**src/inc/irsl_defs.vh**
```
// Constants for the infrared secondary link setup controller.
`ifndef IRSL_DEFS_VH
`define IRSL_DEFS_VH

// ----------------------------------------------------------------------
// Timing
// ----------------------------------------------------------------------
// System clock rate in Hz.
`define IRSL_CLK_HZ 100000000
// Default link rate in baud, used from reset until the first parameter exchange; later polling keeps the last agreed rate.
`define IRSL_DEFAULT_BAUD 9600
// Cycles per bit at the default rate (rounded down).
`define IRSL_BIT_CYC (`IRSL_CLK_HZ / `IRSL_DEFAULT_BAUD)

// ----------------------------------------------------------------------
// Polling and frame kinds
// ----------------------------------------------------------------------
// Polling packet number that this station answers.
`define IRSL_MY_SLOT 8'h02
// Received frame kinds reported by the frame decoder.
`define IRSL_K_POLL 3'h0
`define IRSL_K_BCAST_ID 3'h1
`define IRSL_K_PARAM 3'h2
`define IRSL_K_QUERY 3'h3
`define IRSL_K_CONNECT 3'h4
`define IRSL_K_DISC 3'h5
// Reply kinds handed to the frame encoder.
`define IRSL_R_NONE 3'h0
`define IRSL_R_XID 3'h1
`define IRSL_R_PARAM 3'h2
`define IRSL_R_QUERY 3'h3
`define IRSL_R_CONNECT 3'h4

// ----------------------------------------------------------------------
// Link parameters
// ----------------------------------------------------------------------
// Rate capability bitmap: bit0 9.6k, bit1 19.2k, bit2 38.4k,
// bit3 57.6k, bit4 115.2k; nothing above 115.2k is ever offered.
`define IRSL_RATE_CAPS 8'h1f
// Rate mask for the default rate.
`define IRSL_RATE_DEFAULT 8'h01
// Own turnaround, window size and disconnect time codes.
`define IRSL_TURN_CAP 8'h01
`define IRSL_WINDOW_CAP 8'h01
`define IRSL_DISC_CAP 8'h02
// Service class code for nine-wire cooked serial emulation.
`define IRSL_SVC_9WIRE 8'h04

// ----------------------------------------------------------------------
// Query selectors
// ----------------------------------------------------------------------
`define IRSL_Q_NAME 2'h0
`define IRSL_Q_ADDR 2'h1
`define IRSL_Q_CAPS 2'h2
// Service address answered for the serial service.
`define IRSL_SVC_ADDR 8'h01

`endif

```
**src/design/irsl_link_setup.v**
```verilog
// Connection setup controller for an infrared secondary station.
`timescale 1ns/1ps
`include "irsl_defs.vh"

module irsl_link_setup (
    clk,
    rstn,
    rx_valid,
    rx_kind,
    rx_num,
    rx_busy,
    rx_peer_rate,
    rx_query,
    tx_done,
    link_closed,
    tx_start_q,
    tx_kind_q,
    tx_b0_q,
    tx_b1_q,
    tx_b2_q,
    tx_b3_q,
    tx_b4_q,
    link_rate_q,
    cts_q,
    disconnected_state_q,
    discovery_q,
    connected_state_q
);
    // ------------------------------------------------------------------
    // Ports
    // ------------------------------------------------------------------
    input wire clk;                  // System clock, 100 MHz.
    input wire rstn;                 // Asynchronous reset, active low.
    input wire rx_valid;             // Pulse: a decoded frame arrived.
    input wire [2:0] rx_kind;        // Kind of the arrived frame.
    input wire [7:0] rx_num;         // Polling packet number.
    input wire rx_busy;              // Level: receiver sees a frame.
    input wire [7:0] rx_peer_rate;   // Primary's rate bitmap.
    input wire [1:0] rx_query;       // Query selector.
    input wire tx_done;              // Pulse: encoder finished a reply.
    input wire link_closed;          // Pulse: connected phase ended.
    output reg tx_start_q;           // Pulse: send the reply below.
    output reg [2:0] tx_kind_q;      // Reply kind.
    output reg [7:0] tx_b0_q;        // Reply field 0.
    output reg [7:0] tx_b1_q;        // Reply field 1.
    output reg [7:0] tx_b2_q;        // Reply field 2.
    output reg [7:0] tx_b3_q;        // Reply field 3.
    output reg [7:0] tx_b4_q;        // Reply field 4.
    output wire [7:0] link_rate_q;   // One-hot link rate.
    output reg cts_q;                // High holds the host off.
    output reg disconnected_state_q; // In the disconnected phase.
    output reg discovery_q;          // In the discovery phase.
    output reg connected_state_q;    // Discovery finished.

    // ------------------------------------------------------------------
    // States
    // ------------------------------------------------------------------
    localparam [1:0] ST_DISC = 2'h0;  // Polling, no link.
    localparam [1:0] ST_PARM = 2'h1;  // Discovery, parameter exchange.
    localparam [1:0] ST_QRY = 2'h2;   // Discovery, service queries.
    localparam [1:0] ST_CONN = 2'h3;  // Handed over to data exchange.

    reg [1:0] state_q;     // Current phase.
    reg [1:0] state_d;     // Next phase.
    reg xid_sent_q;        // XID answer sent in this poll round.
    reg xid_sent_d;        // Next value of the XID flag.
    reg busy_q;            // An own reply is on the link.
    reg busy_d;            // Next value of the reply-busy flag.
    reg rate_load;         // Latch negotiated rate this cycle.
    reg start_d;           // Launch a reply this cycle.
    reg [2:0] kind_d;      // Kind of the reply launched.
    reg [7:0] b0_d;        // Reply field 0.
    reg [7:0] b1_d;        // Reply field 1.
    reg [7:0] b2_d;        // Reply field 2.
    reg [7:0] b3_d;        // Reply field 3.
    reg [7:0] b4_d;        // Reply field 4.
    wire can_tx;           // Link idle in both directions.

    // ------------------------------------------------------------------
    // Rate negotiation
    // ------------------------------------------------------------------
    // default then capped
    irsl_rate_pick u_rate (
        .clk(clk),
        .rstn(rstn),
        .load(rate_load),
        .peer_caps(rx_peer_rate),
        .own_caps(`IRSL_RATE_CAPS),
        .rate_q(link_rate_q)
    );

    assign can_tx = !rx_busy && !busy_q;

    // ------------------------------------------------------------------
    // Phase sequencing and reply selection
    // ------------------------------------------------------------------
    // Decides the next phase and which reply, if any, to launch. All
    // replies are built here; the host is never asked for any of them.
    always @* begin
        state_d = state_q;
        xid_sent_d = xid_sent_q;
        busy_d = busy_q;
        rate_load = 1'b0;
        start_d = 1'b0;
        kind_d = `IRSL_R_NONE;
        b0_d = 8'h00;
        b1_d = 8'h00;
        b2_d = 8'h00;
        b3_d = 8'h00;
        b4_d = 8'h00;
        // A finished reply frees the link for the next exchange.
        if (tx_done) begin
            busy_d = 1'b0;
        end
        case (state_q)
            ST_DISC: begin
                if (rx_valid && rx_kind == `IRSL_K_POLL &&
                    rx_num == `IRSL_MY_SLOT && can_tx) begin
                    start_d = 1'b1;
                    kind_d = `IRSL_R_XID;
                    b0_d = `IRSL_MY_SLOT;
                    b1_d = `IRSL_SVC_9WIRE;
                    xid_sent_d = 1'b1;
                    busy_d = 1'b1;
                end else if (rx_valid && rx_kind == `IRSL_K_BCAST_ID) begin
                    if (xid_sent_q) begin
                        state_d = ST_PARM;
                    end
                    xid_sent_d = 1'b0;
                end
            end
            ST_PARM: begin
                if (rx_valid && rx_kind == `IRSL_K_PARAM && can_tx) begin
                    rate_load = 1'b1;
                    start_d = 1'b1;
                    kind_d = `IRSL_R_PARAM;
                    b0_d = `IRSL_RATE_CAPS;
                    b1_d = `IRSL_TURN_CAP;
                    b2_d = `IRSL_WINDOW_CAP;
                    b3_d = `IRSL_DISC_CAP;
                    busy_d = 1'b1;
                    state_d = ST_QRY;
                end else if (rx_valid && rx_kind == `IRSL_K_DISC) begin
                    state_d = ST_DISC;
                end
            end
            ST_QRY: begin
                if (rx_valid && rx_kind == `IRSL_K_QUERY && can_tx) begin
                    start_d = 1'b1;
                    kind_d = `IRSL_R_QUERY;
                    b0_d = {6'h00, rx_query};
                    case (rx_query)
                        `IRSL_Q_NAME: b1_d = `IRSL_SVC_9WIRE;
                        `IRSL_Q_ADDR: b1_d = `IRSL_SVC_ADDR;
                        `IRSL_Q_CAPS: begin
                            b1_d = `IRSL_SVC_9WIRE;
                            b2_d = `IRSL_RATE_CAPS;
                        end
                        default: b1_d = 8'h00;
                    endcase
                    busy_d = 1'b1;
                end else if (rx_valid && rx_kind == `IRSL_K_CONNECT &&
                             can_tx) begin
                    start_d = 1'b1;
                    kind_d = `IRSL_R_CONNECT;
                    busy_d = 1'b1;
                    state_d = ST_CONN;
                end else if (rx_valid && rx_kind == `IRSL_K_DISC) begin
                    state_d = ST_DISC;
                end
            end
            ST_CONN: begin
                // Data exchange lives elsewhere; wait for it to close.
                if (link_closed) begin
                    state_d = ST_DISC;
                    xid_sent_d = 1'b0;
                end
            end
            default: begin
                state_d = ST_DISC;
            end
        endcase
    end

    // ------------------------------------------------------------------
    // State and output registers
    // ------------------------------------------------------------------
    // Outputs are registered; CTS stays high until data exchange opens.
    always @(posedge clk or negedge rstn) begin
        if (!rstn) begin
            state_q <= ST_DISC;
            xid_sent_q <= 1'b0;
            busy_q <= 1'b0;
            tx_start_q <= 1'b0;
            tx_kind_q <= `IRSL_R_NONE;
            tx_b0_q <= 8'h00;
            tx_b1_q <= 8'h00;
            tx_b2_q <= 8'h00;
            tx_b3_q <= 8'h00;
            tx_b4_q <= 8'h00;
            cts_q <= 1'b1;
            disconnected_state_q <= 1'b1;
            discovery_q <= 1'b0;
            connected_state_q <= 1'b0;
        end else begin
            state_q <= state_d;
            xid_sent_q <= xid_sent_d;
            busy_q <= busy_d;
            tx_start_q <= start_d;
            if (start_d) begin
                tx_kind_q <= kind_d;
                tx_b0_q <= b0_d;
                tx_b1_q <= b1_d;
                tx_b2_q <= b2_d;
                tx_b3_q <= b3_d;
                tx_b4_q <= b4_d;
            end
            cts_q <= (state_d != ST_CONN);
            disconnected_state_q <= (state_d == ST_DISC);
            discovery_q <= (state_d == ST_PARM) || (state_d == ST_QRY);
            connected_state_q <= (state_d == ST_CONN);
        end
    end
endmodule // irsl_link_setup

```
**src/design/irsl_rate_pick.v**
```verilog
// Picks the fastest rate common to both stations from a capability mask.
`timescale 1ns/1ps
`include "irsl_defs.vh"

module irsl_rate_pick (
    clk,
    rstn,
    load,
    peer_caps,
    own_caps,
    rate_q
);
    // ------------------------------------------------------------------
    // Ports
    // ------------------------------------------------------------------
    input wire clk;             // System clock.
    input wire rstn;            // Asynchronous reset, active low.
    input wire load;            // Pulse: latch a newly negotiated rate.
    input wire [7:0] peer_caps; // Rate bitmap offered by the primary.
    input wire [7:0] own_caps;  // Rate bitmap this station supports.
    output reg [7:0] rate_q;    // One-hot agreed rate.

    // ------------------------------------------------------------------
    // Highest common bit
    // ------------------------------------------------------------------
    reg [7:0] common;  // Rates both sides support.
    reg [7:0] rate_d;  // One-hot highest common rate.
    integer i;

    // Scan upward so the highest set bit wins; no match keeps default.
    always @* begin
        common = peer_caps & own_caps;
        rate_d = `IRSL_RATE_DEFAULT;
        for (i = 0; i < 8; i = i + 1) begin
            if (common[i]) begin
                rate_d = 8'h01 << i;
            end
        end
    end

    // The agreed rate resets to the default rate.
    always @(posedge clk or negedge rstn) begin
        if (!rstn) begin
            rate_q <= `IRSL_RATE_DEFAULT;
        end else if (load) begin
            rate_q <= rate_d;
        end
    end
endmodule // irsl_rate_pick

```
**config.mk**
```make
export PLATFORM = sky130hd
export DESIGN_NAME = irsl_link_setup
export DESIGN_NICKNAME = d
export VERILOG_FILES = /design/src/design/irsl_link_setup.v /design/src/design/irsl_rate_pick.v
export VERILOG_INCLUDE_DIRS = /design/src /design/src/inc
export SDC_FILE = /design/constraint.sdc
export NUM_CORES = 1
export LEC_CHECK = 0
export BUFFER_PORTS_ARGS = -buffer_cell sky130_fd_sc_hd__buf_4
export CELL_PAD_IN_SITES_DETAIL_PLACEMENT = 0
export CELL_PAD_IN_SITES_GLOBAL_PLACEMENT = 1
export CORE_AREA = 3 3 85 67
export CTS_BUF_LIST = sky130_fd_sc_hd__clkbuf_8
export CTS_CLUSTER_DIAMETER = 120
export DETAILED_ROUTE_END_ITERATION = 8
export DIE_AREA = 0 0 88 70
export PLACE_DENSITY_LB_ADDON = 0.1
export SYNTH_ARGS = -nofsm -noshare
export SYNTH_HDL_FRONTEND = slang
export SYNTH_SLANG_ARGS = --single-unit
```
**constraint.sdc**
```tcl
create_clock -name clk -period 2.45 [get_ports clk]
set_clock_uncertainty 0.15 [all_clocks]
set_input_delay 0.6125 -clock clk [delete_from_list [all_inputs] [get_ports clk]]
set_output_delay 0.6125 -clock clk [all_outputs]
set_load 0.03 [all_outputs]
```
# Yosys cells after proc, flatten, opt, wreduce, memory -nomap -nowiden
# Cells that the tools add are included.
# op_classes
eq_ne	17
n_mux	48
n_reduce_logical	22
# ops
operator	count
2-bit two-way mux	14
8-bit two-way mux	3
3-bit one-hot mux with 3 select lines	2
1-bit two-way mux	15
5-bit two-way mux	3
5-bit one-hot mux with 3 select lines	1
1-bit logical AND	12
3-bit two-way mux	4
2-bit equality test (second input constant)	5
5-bit one-hot mux with 2 select lines	1
8-bit by 2-bit equality test with 1-bit output (second input constant)	1
2-bit one-hot mux with 4 select lines	1
2-bit by 1-bit equality test with 1-bit output (second input constant)	3
3-bit by 2-bit equality test with 1-bit output (second input constant)	2
3-bit equality test (second input constant)	2
2-bit zero test	3
1-bit one-hot mux with 3 select lines	2
3-bit one-hot mux with 2 select lines	1
2-bit inequality test (second input constant)	2
3-bit by 1-bit equality test with 1-bit output (second input constant)	1
3-bit zero test	1
3-bit inequality test (second input constant)	1
3-bit AND reduction	1
1-bit zero test	2
other kinds (4)	4
# totals
reg_bits	52
in_bits	27

# Depth between registers and ports, before layout
# Gate-level depths: netlist (run 1).
# logic_depth
depth_word	8
ltp_mapped	8
ltp_nobuf	8

# Hierarchy
# A second synthesis (run 1) with hierarchy kept.
# unflattened
hier_cells	196
area_unflattened_um2	1858.0
# modules_own_cells
mod	instances	cells_per_inst	area_each_um2	seq_area_each_um2
irsl_link_setup	1	156	1476.4	503.0
irsl_rate_pick	1	40	381.6	201.4

# Least setup slack after synthesis (run 1)
# OpenSTA, ideal clock, no wires.
# synth_path
kind	input port to flip-flop
from	input port rx_kind[2]
to	register discovery_q
setup_ns	0.126
arrival_ns	1.946
required_time_ns	2.174
path_slack_ns	0.228
cell_stages	5
path_buffers	0
path_cell_list	or4b_1 -> o31ai_1 -> a32oi_1 -> o21a_1 -> ha_1
# synth_between
elab_chain_len	8
elab_cells_between_ends	27
cone_classes	7 x eq/ne; 7 x mux; 13 x reduce/logical
# synth_lines
item	line_no	rtl
start: declaration	irsl_link_setup.v:35	input wire [2:0] rx_kind;
3-bit equality test (no source line) or 3-bit zero test (tied branches)	n/a	
1-bit logical AND (no source line)	n/a	
2-bit two-way mux, or another cell as far along	irsl_link_setup.v:143, irsl_link_setup.v:168	
2-bit two-way mux or 1-bit logical AND (tied branches)	irsl_link_setup.v:162, irsl_link_setup.v:117	
2-bit two-way mux, on equally long branches	irsl_link_setup.v:148, irsl_link_setup.v:117	
2-bit one-hot mux with 4 select lines (*)	irsl_link_setup.v:115	case (state_q)
2-bit by 1-bit equality test with 1-bit output or 2-bit equality test (tied branches)	irsl_link_setup.v:220	discovery_q <= (state_d == ST_PARM) || (state_d == ST_QRY);
1-bit logical OR (*)	irsl_link_setup.v:220	
end signal: assignment	irsl_link_setup.v:220	
end: declaration	irsl_link_setup.v:52	output reg discovery_q;
# Every way passes the cells marked *; elsewhere a longest branch is shown, timed or not.
# A chain may end at the register's enable or synchronous reset.

# Final worst setup path (run 1)
# layout_path
from	register busy_q
to	register discovery_q
# layout_between
elab_chain_len	8
elab_cells_between_ends	14
cone_classes	2 x eq/ne; 5 x mux; 7 x reduce/logical
# layout_lines
item	line_no	rtl
start: declaration	irsl_link_setup.v:67	reg busy_q;
start signal: assignment	irsl_link_setup.v:208	busy_q <= busy_d;
1-bit zero test (*)	irsl_link_setup.v:92	assign can_tx = !rx_busy && !busy_q;
1-bit logical AND (*)	irsl_link_setup.v:92	
1-bit logical AND	irsl_link_setup.v:162	end else if (rx_valid && rx_kind == `IRSL_K_CONNECT &&
2-bit two-way mux	irsl_link_setup.v:162	
2-bit two-way mux	irsl_link_setup.v:148	if (rx_valid && rx_kind == `IRSL_K_QUERY && can_tx) begin
2-bit one-hot mux with 4 select lines (*)	irsl_link_setup.v:115	
2-bit by 1-bit equality test with 1-bit output or 2-bit equality test (tied branches)	irsl_link_setup.v:220	
1-bit logical OR (*)	irsl_link_setup.v:220	
# Marks and branches as above.

==> results.yml, run 1 <==
power_and_ir_drop:
  leakagePower_nw: 1.03
  ir_drop_mv: 0.352
  power_density_nw_per_um2: 801
setup_path:
  rr_worst_depth: 5
  rr_endpoint: "discovery_q"
  start_kind: "register"
  path_delay_family: "simple AND/OR/NAND/NOR gates"
  worst_path_max_delay_cell: "or4b_1"
  crit_required_ps: 2460
  r2r_start: "busy_q"
  path_cells: "or4b_1 > nor3_1 > o31a_1 > o21a_1 > ha_1"
  rrSetupSlack_ps: 200
  crit_arrival_ps: 2250
  crit_buf_inv: 0
  crit_fanout: 4
  critPathKind: "register to register"
  critPathCaptureType: "register"
  max_stage_delay_ps: 600
placement:
  place.detailed.hpwl_um: 3150
  portBuffers: 48
  place_area_um2: 2000
  place_congestion: 0.795
status:
  status: "finished, final reports clean"
finish:
  nFillCells: 487
  area_delta_synth_final_pct: 24.3
  final_layout_size_suffix_gt1_share_pct: 32.9
  final_area_um2: 2040
  antennaDiodeCount: 0
  finish.utilization_pct: 42.0
  fin_nets: 263
logic_synthesis:
  avgSynthCellArea_um2: 9.51
  ys.flop_type: "dfrtp_1"
  synth.distinct_cells: 46
  synth_area_um2: 1650
  yosysWarningCount: 0
  synth_top_area_share_pct: 33.5
  syn_inst: 173
  synth-seq-cells: 25
  yosys-top-cells-area: "dfrtp_1 33%, buf_4 16%, ha_1 5.3%"
  synth_edf_count: 0
  synth-seq-area-share_pct: 38.3
  async_flop_share_pct: 100
  yosysTopAreaCell: "dfrtp_1"
floorplanning:
  core_region_area_um2: 4870
  std_cell_rows: 22
  start_util_pct: 33.8
  die_h_um: 70
  top_level_ports: 83
  die_x_um: 88
  die-area_um2: 6160
sta:
  tightest_slew_ps: 546
  finalHoldViolations: 0
  max_freq_mhz: 445
  fin_setup_tns_ps: 0
  finalSetupViolations: 0
  slew_headroom_pct: 63.3
  rsz0062_at_grt: "false"
  fin_crit_ps: 2250
  min_period_over_period_pct: 91.7
  drv_slew: 0
clock_tree:
  cts_tree: "yes"
  clockRootBuffer: "clkbuf_8"
  clock_latency_ps: 270
  clock-sinks: 25
  cts_setup_buffers: 0
  cts_hold_buf: 0
  numCtsBuffers: 3
  cts_resized: 0
  ctsHtreeMaxLevel: 1
  clk_pin_slew_ps: 90
  clockBufferDepth: 2
route:
  wl_per_cell_um: 13.5
  drt_wl_total_um: 3900
  dr.pass1.iters: 4
  vias: 1325
  first_iter_violations: 88
  drcViolationCount: 0
  vias_per_cell: 4.60
  antenna_left: 0
global_route:
  grt_usage_pct: 13.5
  grt_pass1_wl_um: 6600
  grt_max_degree: 26
  grt_pass1_vias: 1289
  grt_antenna_before_repair: 0
  grt_overflow: 0
min_path:
  hold_path_class: "primary input to asynchronous set/reset pin"
run:
  cap_violations: 0
==> final cells by class <==
| class | count | area, um^2 | share of cell area (%) |
|---|---|---|---|
| Clock buffer | 3 | 41.3 | 2.02 |
| Clock inverter | 1 | 5.00 | 0.245 |
| Inverter | 9 | 33.8 | 1.65 |
| Multi-Input combinational cell | 129 | 802 | 39.2 |
| Sequential cell | 25 | 629 | 30.8 |
| Tap cell | 60 | 75.1 | 3.67 |
| Timing Repair Buffer | 61 | 458 | 22.4 |
==> registers in the layout, summed over array words and instances, names as in the netlist <==
| register | count |
|---|---|
| tx_b0_q | 3 |
| connected_state_q | 1 |
| busy_q | 1 |
| state_q | 2 |
| cts_q | 1 |
| tx_kind_q | 3 |
| discovery_q | 1 |
| tx_b2_q | 2 |
| tx_start_q | 1 |
| xid_sent_q | 1 |
| u_rate.rate_q | 5 |
| disconnected_state_q | 1 |
| tx_b3_q | 1 |
| tx_b1_q | 2 |
==> cells in the mapped netlist (2+ instances only) <==
cell      count
nand3_1       2
a221oi_1      2
a31oi_1       4
nand2_1      13
nor2_1        8
ha_1          7
o21ai_0       9
nand2b_1      4
a31o_1        3
nor3_1        3
dfstp_2       3
o21ba_2       2
nor2b_1       4
o21a_1        3
clkbuf_1      2
dfrtp_1      22
nand4_1       3
a32o_1        4
a21oi_1       4
inv_1         9
a21o_1        2
buf_4        36
==> metal layers <==
metal / global-route usage [%] / part of all wire, % / up-vias
met2: 20.7 / 46 / 50
met4: 1.53 / 0.46 / 0
li1: - / - / 654
met3: 3.30 / 6.8 / 2
met5: 0 / 0 / -
met1: 19.6 / 47 / 619
==> power by group <==
group	leakage (nW)	switching, mW	internal, mW
combinational	0.691	0.506	0.310
clock	0.0255	0.132	0.114
sequential	0.313	0.0590	0.517
==> worst reg2reg max path: cells and delay by family, from the launching register on <==
kind / cells / cell delay, ps
adder cells (fa/ha/maj): 1 / 230
AO/OA/AOI/OAI: 2 / 360
flip-flops: 1 / 450
AND/OR/NAND/NOR: 2 / 950
==> through the flow <==
stage / instances / worst slack [ps] / total power [mW] / hold slack (ps)
final: 288 / 203 / 1.64 / 81.3
after global routing: 288 / 121 / 1.76 / 101
after CTS: 288 / 200 / 1.66 / 90.2
after detailed placement: 284 / -85.5 / 1.40 / 321
after global placement: 284 / -60.4 / 1.40 / 315
after floorplan: 202 / 228 / 1.16 / 167
==> cell usage in the layout, fill, tap and decap left out, drive strengths merged, types with 3 or more instances in the layout <==
cell | netlist | routed
buf | 37 | 61
conb | 1 | 30
dfrtp | 22 | 22
nand2 | 13 | 13
inv | 9 | 9
o21ai | 9 | 9
nor2 | 8 | 8
ha | 7 | 7
nor2b | 4 | 4
a21oi | 4 | 4
nand2b | 4 | 4
a31oi | 4 | 4
a32o | 4 | 4
a31o | 4 | 4
nand4 | 3 | 3
nor3 | 3 | 3
o21a | 3 | 3
clkbuf | 2 | 3
dfstp | 3 | 3
==> kinds of logic (layout without fill, tap and decap cells) <==
group / Yosys count / count (layout) / share of synthesized area, %
compound gates: 41 / 41 / 18.0
mux: 2 / 2 / 1.29
simple gates: 49 / 49 / 17.3
other cells: 1 / 30 / 0.228
flops: 25 / 25 / 38.3
fa+ha+maj: 7 / 7 / 5.32
buf+inv: 48 / 74 / 19.6
==> worst max-delay path by stage <==
stage                     from     endpoint  slack, ps  cells after the start
finish                  busy_q  discovery_q        200                      5
global route            busy_q  discovery_q        120                      5
CTS                     busy_q  discovery_q        200                      5
detailed placement  rx_kind[2]  discovery_q        -90                      6
global placement    rx_kind[2]  discovery_q        -60                      6
floorplan           rx_kind[2]  discovery_q        230                      5
Power figures use the tool's default switching activity.
==> inputs of run 2 (changes only) <==
Settings changed: SETUP_SLACK_MARGIN set to 0.5.
==> run 2 against run 1 <==
Effect of this change: power up 9.3%; cell count up 3.5%; die area unchanged; critical endpoint unchanged.
==> results.yml, run 2 (synthesis gave the netlist of run 1 again) <==
floorplanning:
  die-area_um2: 6160
  core_region_area_um2: 4870
  start_util_pct: 33.8
  die_h_um: 70
  top_level_ports: 83
  std_cell_rows: 22
  die_x_um: 88
clock_tree:
  clock-sinks: 25
  clk_pin_slew_ps: 90
  cts_tree: "yes"
  ctsHtreeMaxLevel: 1
  clock_latency_ps: 270
  clockBufferDepth: 2
  numCtsBuffers: 3
  cts_hold_buf: 0
  clockRootBuffer: "clkbuf_8"
route:
  wl_per_cell_um: 13.8
  drcViolationCount: 0
  first_iter_violations: 75
  antenna_left: 0
  drt_wl_total_um: 4110
  vias_per_cell: 4.67
  vias: 1391
  dr.pass1.iters: 4
sta:
  drv_slew: 0
  fin_ws_ps: 417
  finalHoldViolations: 0
  fin_setup_tns_ps: 0
  tightest_slew_ps: 496
  finalSetupViolations: 0
  min_period_over_period_pct: 83.0
  max_freq_mhz: 492
  rsz0062_at_grt: "true"
  fin_crit_ps: 2030
  slew_headroom_pct: 66.7
  holdWs_ps: 77.2
global_route:
  gr-usage-met1_pct: 17.8
  grt_antenna_before_repair: 0
  grt_overflow: 0
  use_met2_pct: 20.1
  grt_usage_pct: 12.6
  grt_max_degree: 26
  grt_pass1_vias: 1237
  grtUsageMet3_pct: 3.42
  grt-busiest-layer: "met2"
  grt_pass1_wl_um: 6220
setup_path:
  rr_worst_depth: 5
  critPathCaptureType: "register"
  rr_endpoint: "discovery_q"
  worst_path_max_delay_cell: "or4b_4"
  rrSetupSlack_ps: 420
  path_cells: "or4b_4 > o31ai_4 > a32oi_2 > o21a_1 > ha_4"
  crit_arrival_ps: 2090
  path_delay_family: "simple AND/OR/NAND/NOR gates"
  crit_required_ps: 2510
  max_stage_delay_ps: 600
  r2r_start: "busy_q"
  crit_buf_inv: 0
  crit_fanout: 4
  critPathKind: "register to register"
  start_kind: "register"
finish:
  antennaDiodeCount: 0
  final_layout_size_suffix_gt1_share_pct: 47.1
  final_area_um2: 2320
  top_regs: "u_rate.rate_q x5, tx_b0_q x3, tx_kind_q x3"
  regMostFlops: "u_rate.rate_q"
  largest_reg_flops: 5
  area_delta_synth_final_pct: 41.2
  fin_nets: 273
  layout_commonest_cell: "buf_4"
  final_cell_mix: "65 x buf_4, 30 x conb_1, 19 x dfrtp_1"
placement:
  place_congestion: 0.822
  portBuffers: 48
  pre_cts_ws_ps: 10.9
  place_area_um2: 1970
  place.detailed.hpwl_um: 3040
status:
  status: "finished, final reports clean"
min_path:
  hold_path_class: "primary input to asynchronous set/reset pin"
power_and_ir_drop:
  power_density_nw_per_um2: 770
  ir_drop_mv: 0.410
  leakagePower_nw: 1.11
run:
  cap_violations: 0
run 2: cell types whose count changed in the layout (fill, tap and decap cells not counted), moves of 3 or more:
cell | previous run | this run
ha_1 | 7 | 2
dfrtp_1 | 22 | 19
dfrtp_2 | 0 | 3
ha_4 | 0 | 4
buf_4 | 61 | 65
buf_6 | 0 | 5
run 2: area by class of cell:
cell class / count / area [um^2]
clock buffer: 3 / 41.3
clock inverter: 1 / 3.75
fill: 457 / 2550
inverter: 9 / 38.8
multi-input combinational: 130 / 987
sequential: 25 / 633
tap: 60 / 75.1
timing repair buffer: 70 / 544
run 2: routing by layer:
| metal | wire, um | up-vias |
|---|---|---|
| li1 | - | 679 |
| met1 | 1860 | 667 |
| met3 | 256 | 2 |
| met5 | 0 | - |
| met2 | 1980 | 43 |
| met4 | 9 | 0 |
run 2: where the power goes:
group / total (mW) / switching [mW] / internal (mW)
logic: 0.964 / 0.558 / 0.406
registers: 0.586 / 0.0674 / 0.519
clock network: 0.239 / 0.127 / 0.112
run 2: what timing repair did:
action | CTS | global route
gates resized for setup | 25 | 18
hold endpoints to repair | 0 | 0
setup endpoints to repair | 17 | 16
buffers inserted | 7 | 8
cloned | 1 | 0
pin swaps | 9 | 14
run 2: worst max path at each step:
stage / start / to / slack [ps] / cells after the start
floorplan: rx_kind[2] / discovery_q / 280 / 5
global placement: rx_kind[2] / discovery_q / 30 / 6
detailed placement: rx_kind[2] / discovery_q / 10 / 6
CTS: busy_q / discovery_q / 390 / 5
global route: busy_q / disconnected_state_q / 360 / 6
finish: busy_q / discovery_q / 420 / 5
run 2: worst reg2reg max path: cells and delay by family, from the launching register on:
| kind | cells | cell delay (ps) |
|---|---|---|
| simple gates | 1 | 600 |
| compound gates | 3 | 520 |
| fa+ha+maj | 1 | 260 |
| flops | 1 | 440 |
run 2: metrics by stage:
stage / total power [mW] / instances / util [%]
after detailed placement: 1.39 / 278 / 40.4
after global routing: 1.90 / 298 / 47.7
final: 1.79 / 298 / 47.7
after CTS: 1.76 / 290 / 44.7
after global placement: 1.38 / 278 / 40.4
after floorplan: 1.16 / 202 / -
==> inputs of run 3 (changes only) <==
Clock period 2.45 ns to 2.05 ns, I/O delays scaled along.
==> run 3 against run 2 <==
Effect of this change: critical path depth unchanged; critical path type unchanged; combinational power rose by 35%; largest cell class unchanged; routed wire length rose by 6.2%.
==> results.yml, run 3 (synthesis gave the netlist of run 1 again) <==
floorplanning:
  top_level_ports: 83
  die_x_um: 88
  std_cell_rows: 22
  die-area_um2: 6160
  core_region_area_um2: 4870
  start_util_pct: 33.8
  die_h_um: 70
power_and_ir_drop:
  leakagePower_nw: 1.24
  power_density_nw_per_um2: 882
  ir_drop_mv: 0.478
route:
  wl_per_cell_um: 13.5
  drcViolationCount: 0
  vias: 1491
  drt_wl_total_um: 4370
  antenna_left: 0
  vias_per_cell: 4.62
  dr.pass1.iters: 4
  first_iter_violations: 83
placement:
  place.detailed.hpwl_um: 3250
  place_congestion: 0.857
  portBuffers: 48
global_route:
  grt_pass1_wl_um: 6810
  grt_usage_pct: 13.9
  grt_max_degree: 26
  grt_pass1_vias: 1430
  grt_antenna_before_repair: 0
  grt_overflow: 0
sta:
  holdWs_ps: 311
  min_period_over_period_pct: 98.6
  fin_setup_tns_ps: 0
  max_freq_mhz: 495
  finalSetupViolations: 0
  fin_crit_ps: 2020
  finalHoldViolations: 0
  rsz0062_at_grt: "true"
  drv_slew: 0
finish:
  fin_nets: 298
  multi_input_area_um2: 1040
  area_delta_synth_final_pct: 58.7
  top_regs: "u_rate.rate_q x5, tx_b0_q x3, tx_kind_q x3"
  nFillCells: 459
  layout_commonest_cell: "buf_4"
  regMostFlops: "u_rate.rate_q"
  antennaDiodeCount: 0
  final_cell_mix: "77 x buf_4, 30 x conb_1, 19 x dfrtp_1"
  final_layout_size_suffix_gt1_share_pct: 53.6
  largest_reg_flops: 5
  seq_area_um2: 633
min_path:
  hold_path_class: "primary input to register"
clock_tree:
  clockRootBuffer: "clkbuf_8"
  clk_pin_slew_ps: 100
  ctsHtreeMaxLevel: 1
  clock-sinks: 25
  cts_tree: "yes"
  numCtsBuffers: 3
  clockBufferDepth: 2
  clock_latency_ps: 280
setup_path:
  crit_arrival_ps: 2030
  path_cells: "or4b_4 > o31ai_4 > a32oi_2 > o21a_1 > ha_2"
  max_stage_delay_ps: 540
  start_kind: "register"
  crit_fanout: 4
  critPathKind: "register to register"
  crit_required_ps: 2060
  worst_path_max_delay_cell: "or4b_4"
  critPathCaptureType: "register"
run:
  cap_violations: 0
status:
  status: "finished, final reports clean"
run 3: area by class of cell:
type                       count  share of cell area [%]
timing repair buffer          95                    29.9
clock buffer                   3                    1.58
inverter                       9                    1.29
sequential                    25                    24.2
tap                           60                    2.87
multi-input combinational    130                    39.9
clock inverter                 1                   0.287
run 3: what timing repair did:
action                                 CTS  global route
hold buffers                             1             0
setup buffers                           11             7
gates resized for setup                 34            18
gates cloned                             1             0
pin swaps                                9             0
endpoints found under the hold margin   22             0
setup endpoints to repair               34            39
run 3: metal layers:
layer | vias to the layer above | GRT usage, % | wire (um)
met3 | 2 | 3.89 | 233
met2 | 43 | 22.7 | 2200
met1 | 719 | 18.5 | 1930
met4 | 0 | 2.04 | 8
li1 | 727 | - | -
met5 | - | 0 | 0
run 3: worst max-delay path, delay by kind of cell, from the launching register on:
kind / cells / cell delay, ps
AO/OA/AOI/OAI: 3 / 530
flip-flops: 1 / 410
AND/OR/NAND/NOR: 1 / 540
adder cells (fa/ha/maj): 1 / 270
run 3: power by group:
group	total (mW)	internal, mW	switching, mW	leakage, nW
Combinational	1.30	0.594	0.705	0.913
Sequential	0.702	0.620	0.0819	0.308
Clock	0.303	0.138	0.165	0.0217
Total	2.30	1.35	0.952	1.24
run 3: stage by stage:
stage | util [%] | area, um^2 | cells | power [mW] | setup slack (ps)
floorplan | - | 1830 | 202 | 1.43 | -16.0
global placement | 44.7 | 2180 | 299 | 1.78 | -238
detailed placement | 44.7 | 2180 | 299 | 1.79 | -270
CTS | 51.2 | 2500 | 316 | 2.24 | 61.2
global route | 53.6 | 2610 | 323 | 2.45 | -20.6
finish | 53.6 | 2610 | 323 | 2.30 | 29.1
run 3: final timing paths:
path	startpoint	endpoint	slack [ps]	depth (start not counted)
worst max-delay path	busy_q	discovery_q	30	5
worst min-delay path	rx_peer_rate[1]	u_rate.rate_q[0]	310	3
worst max register to register	busy_q	discovery_q	30	5
worst min register to register	u_rate.rate_q[0]	u_rate.rate_q[0]	340	2
max in group asynchronous	rstn	cts_q	920	2
min in group asynchronous	rstn	tx_kind_q[0]	520	2
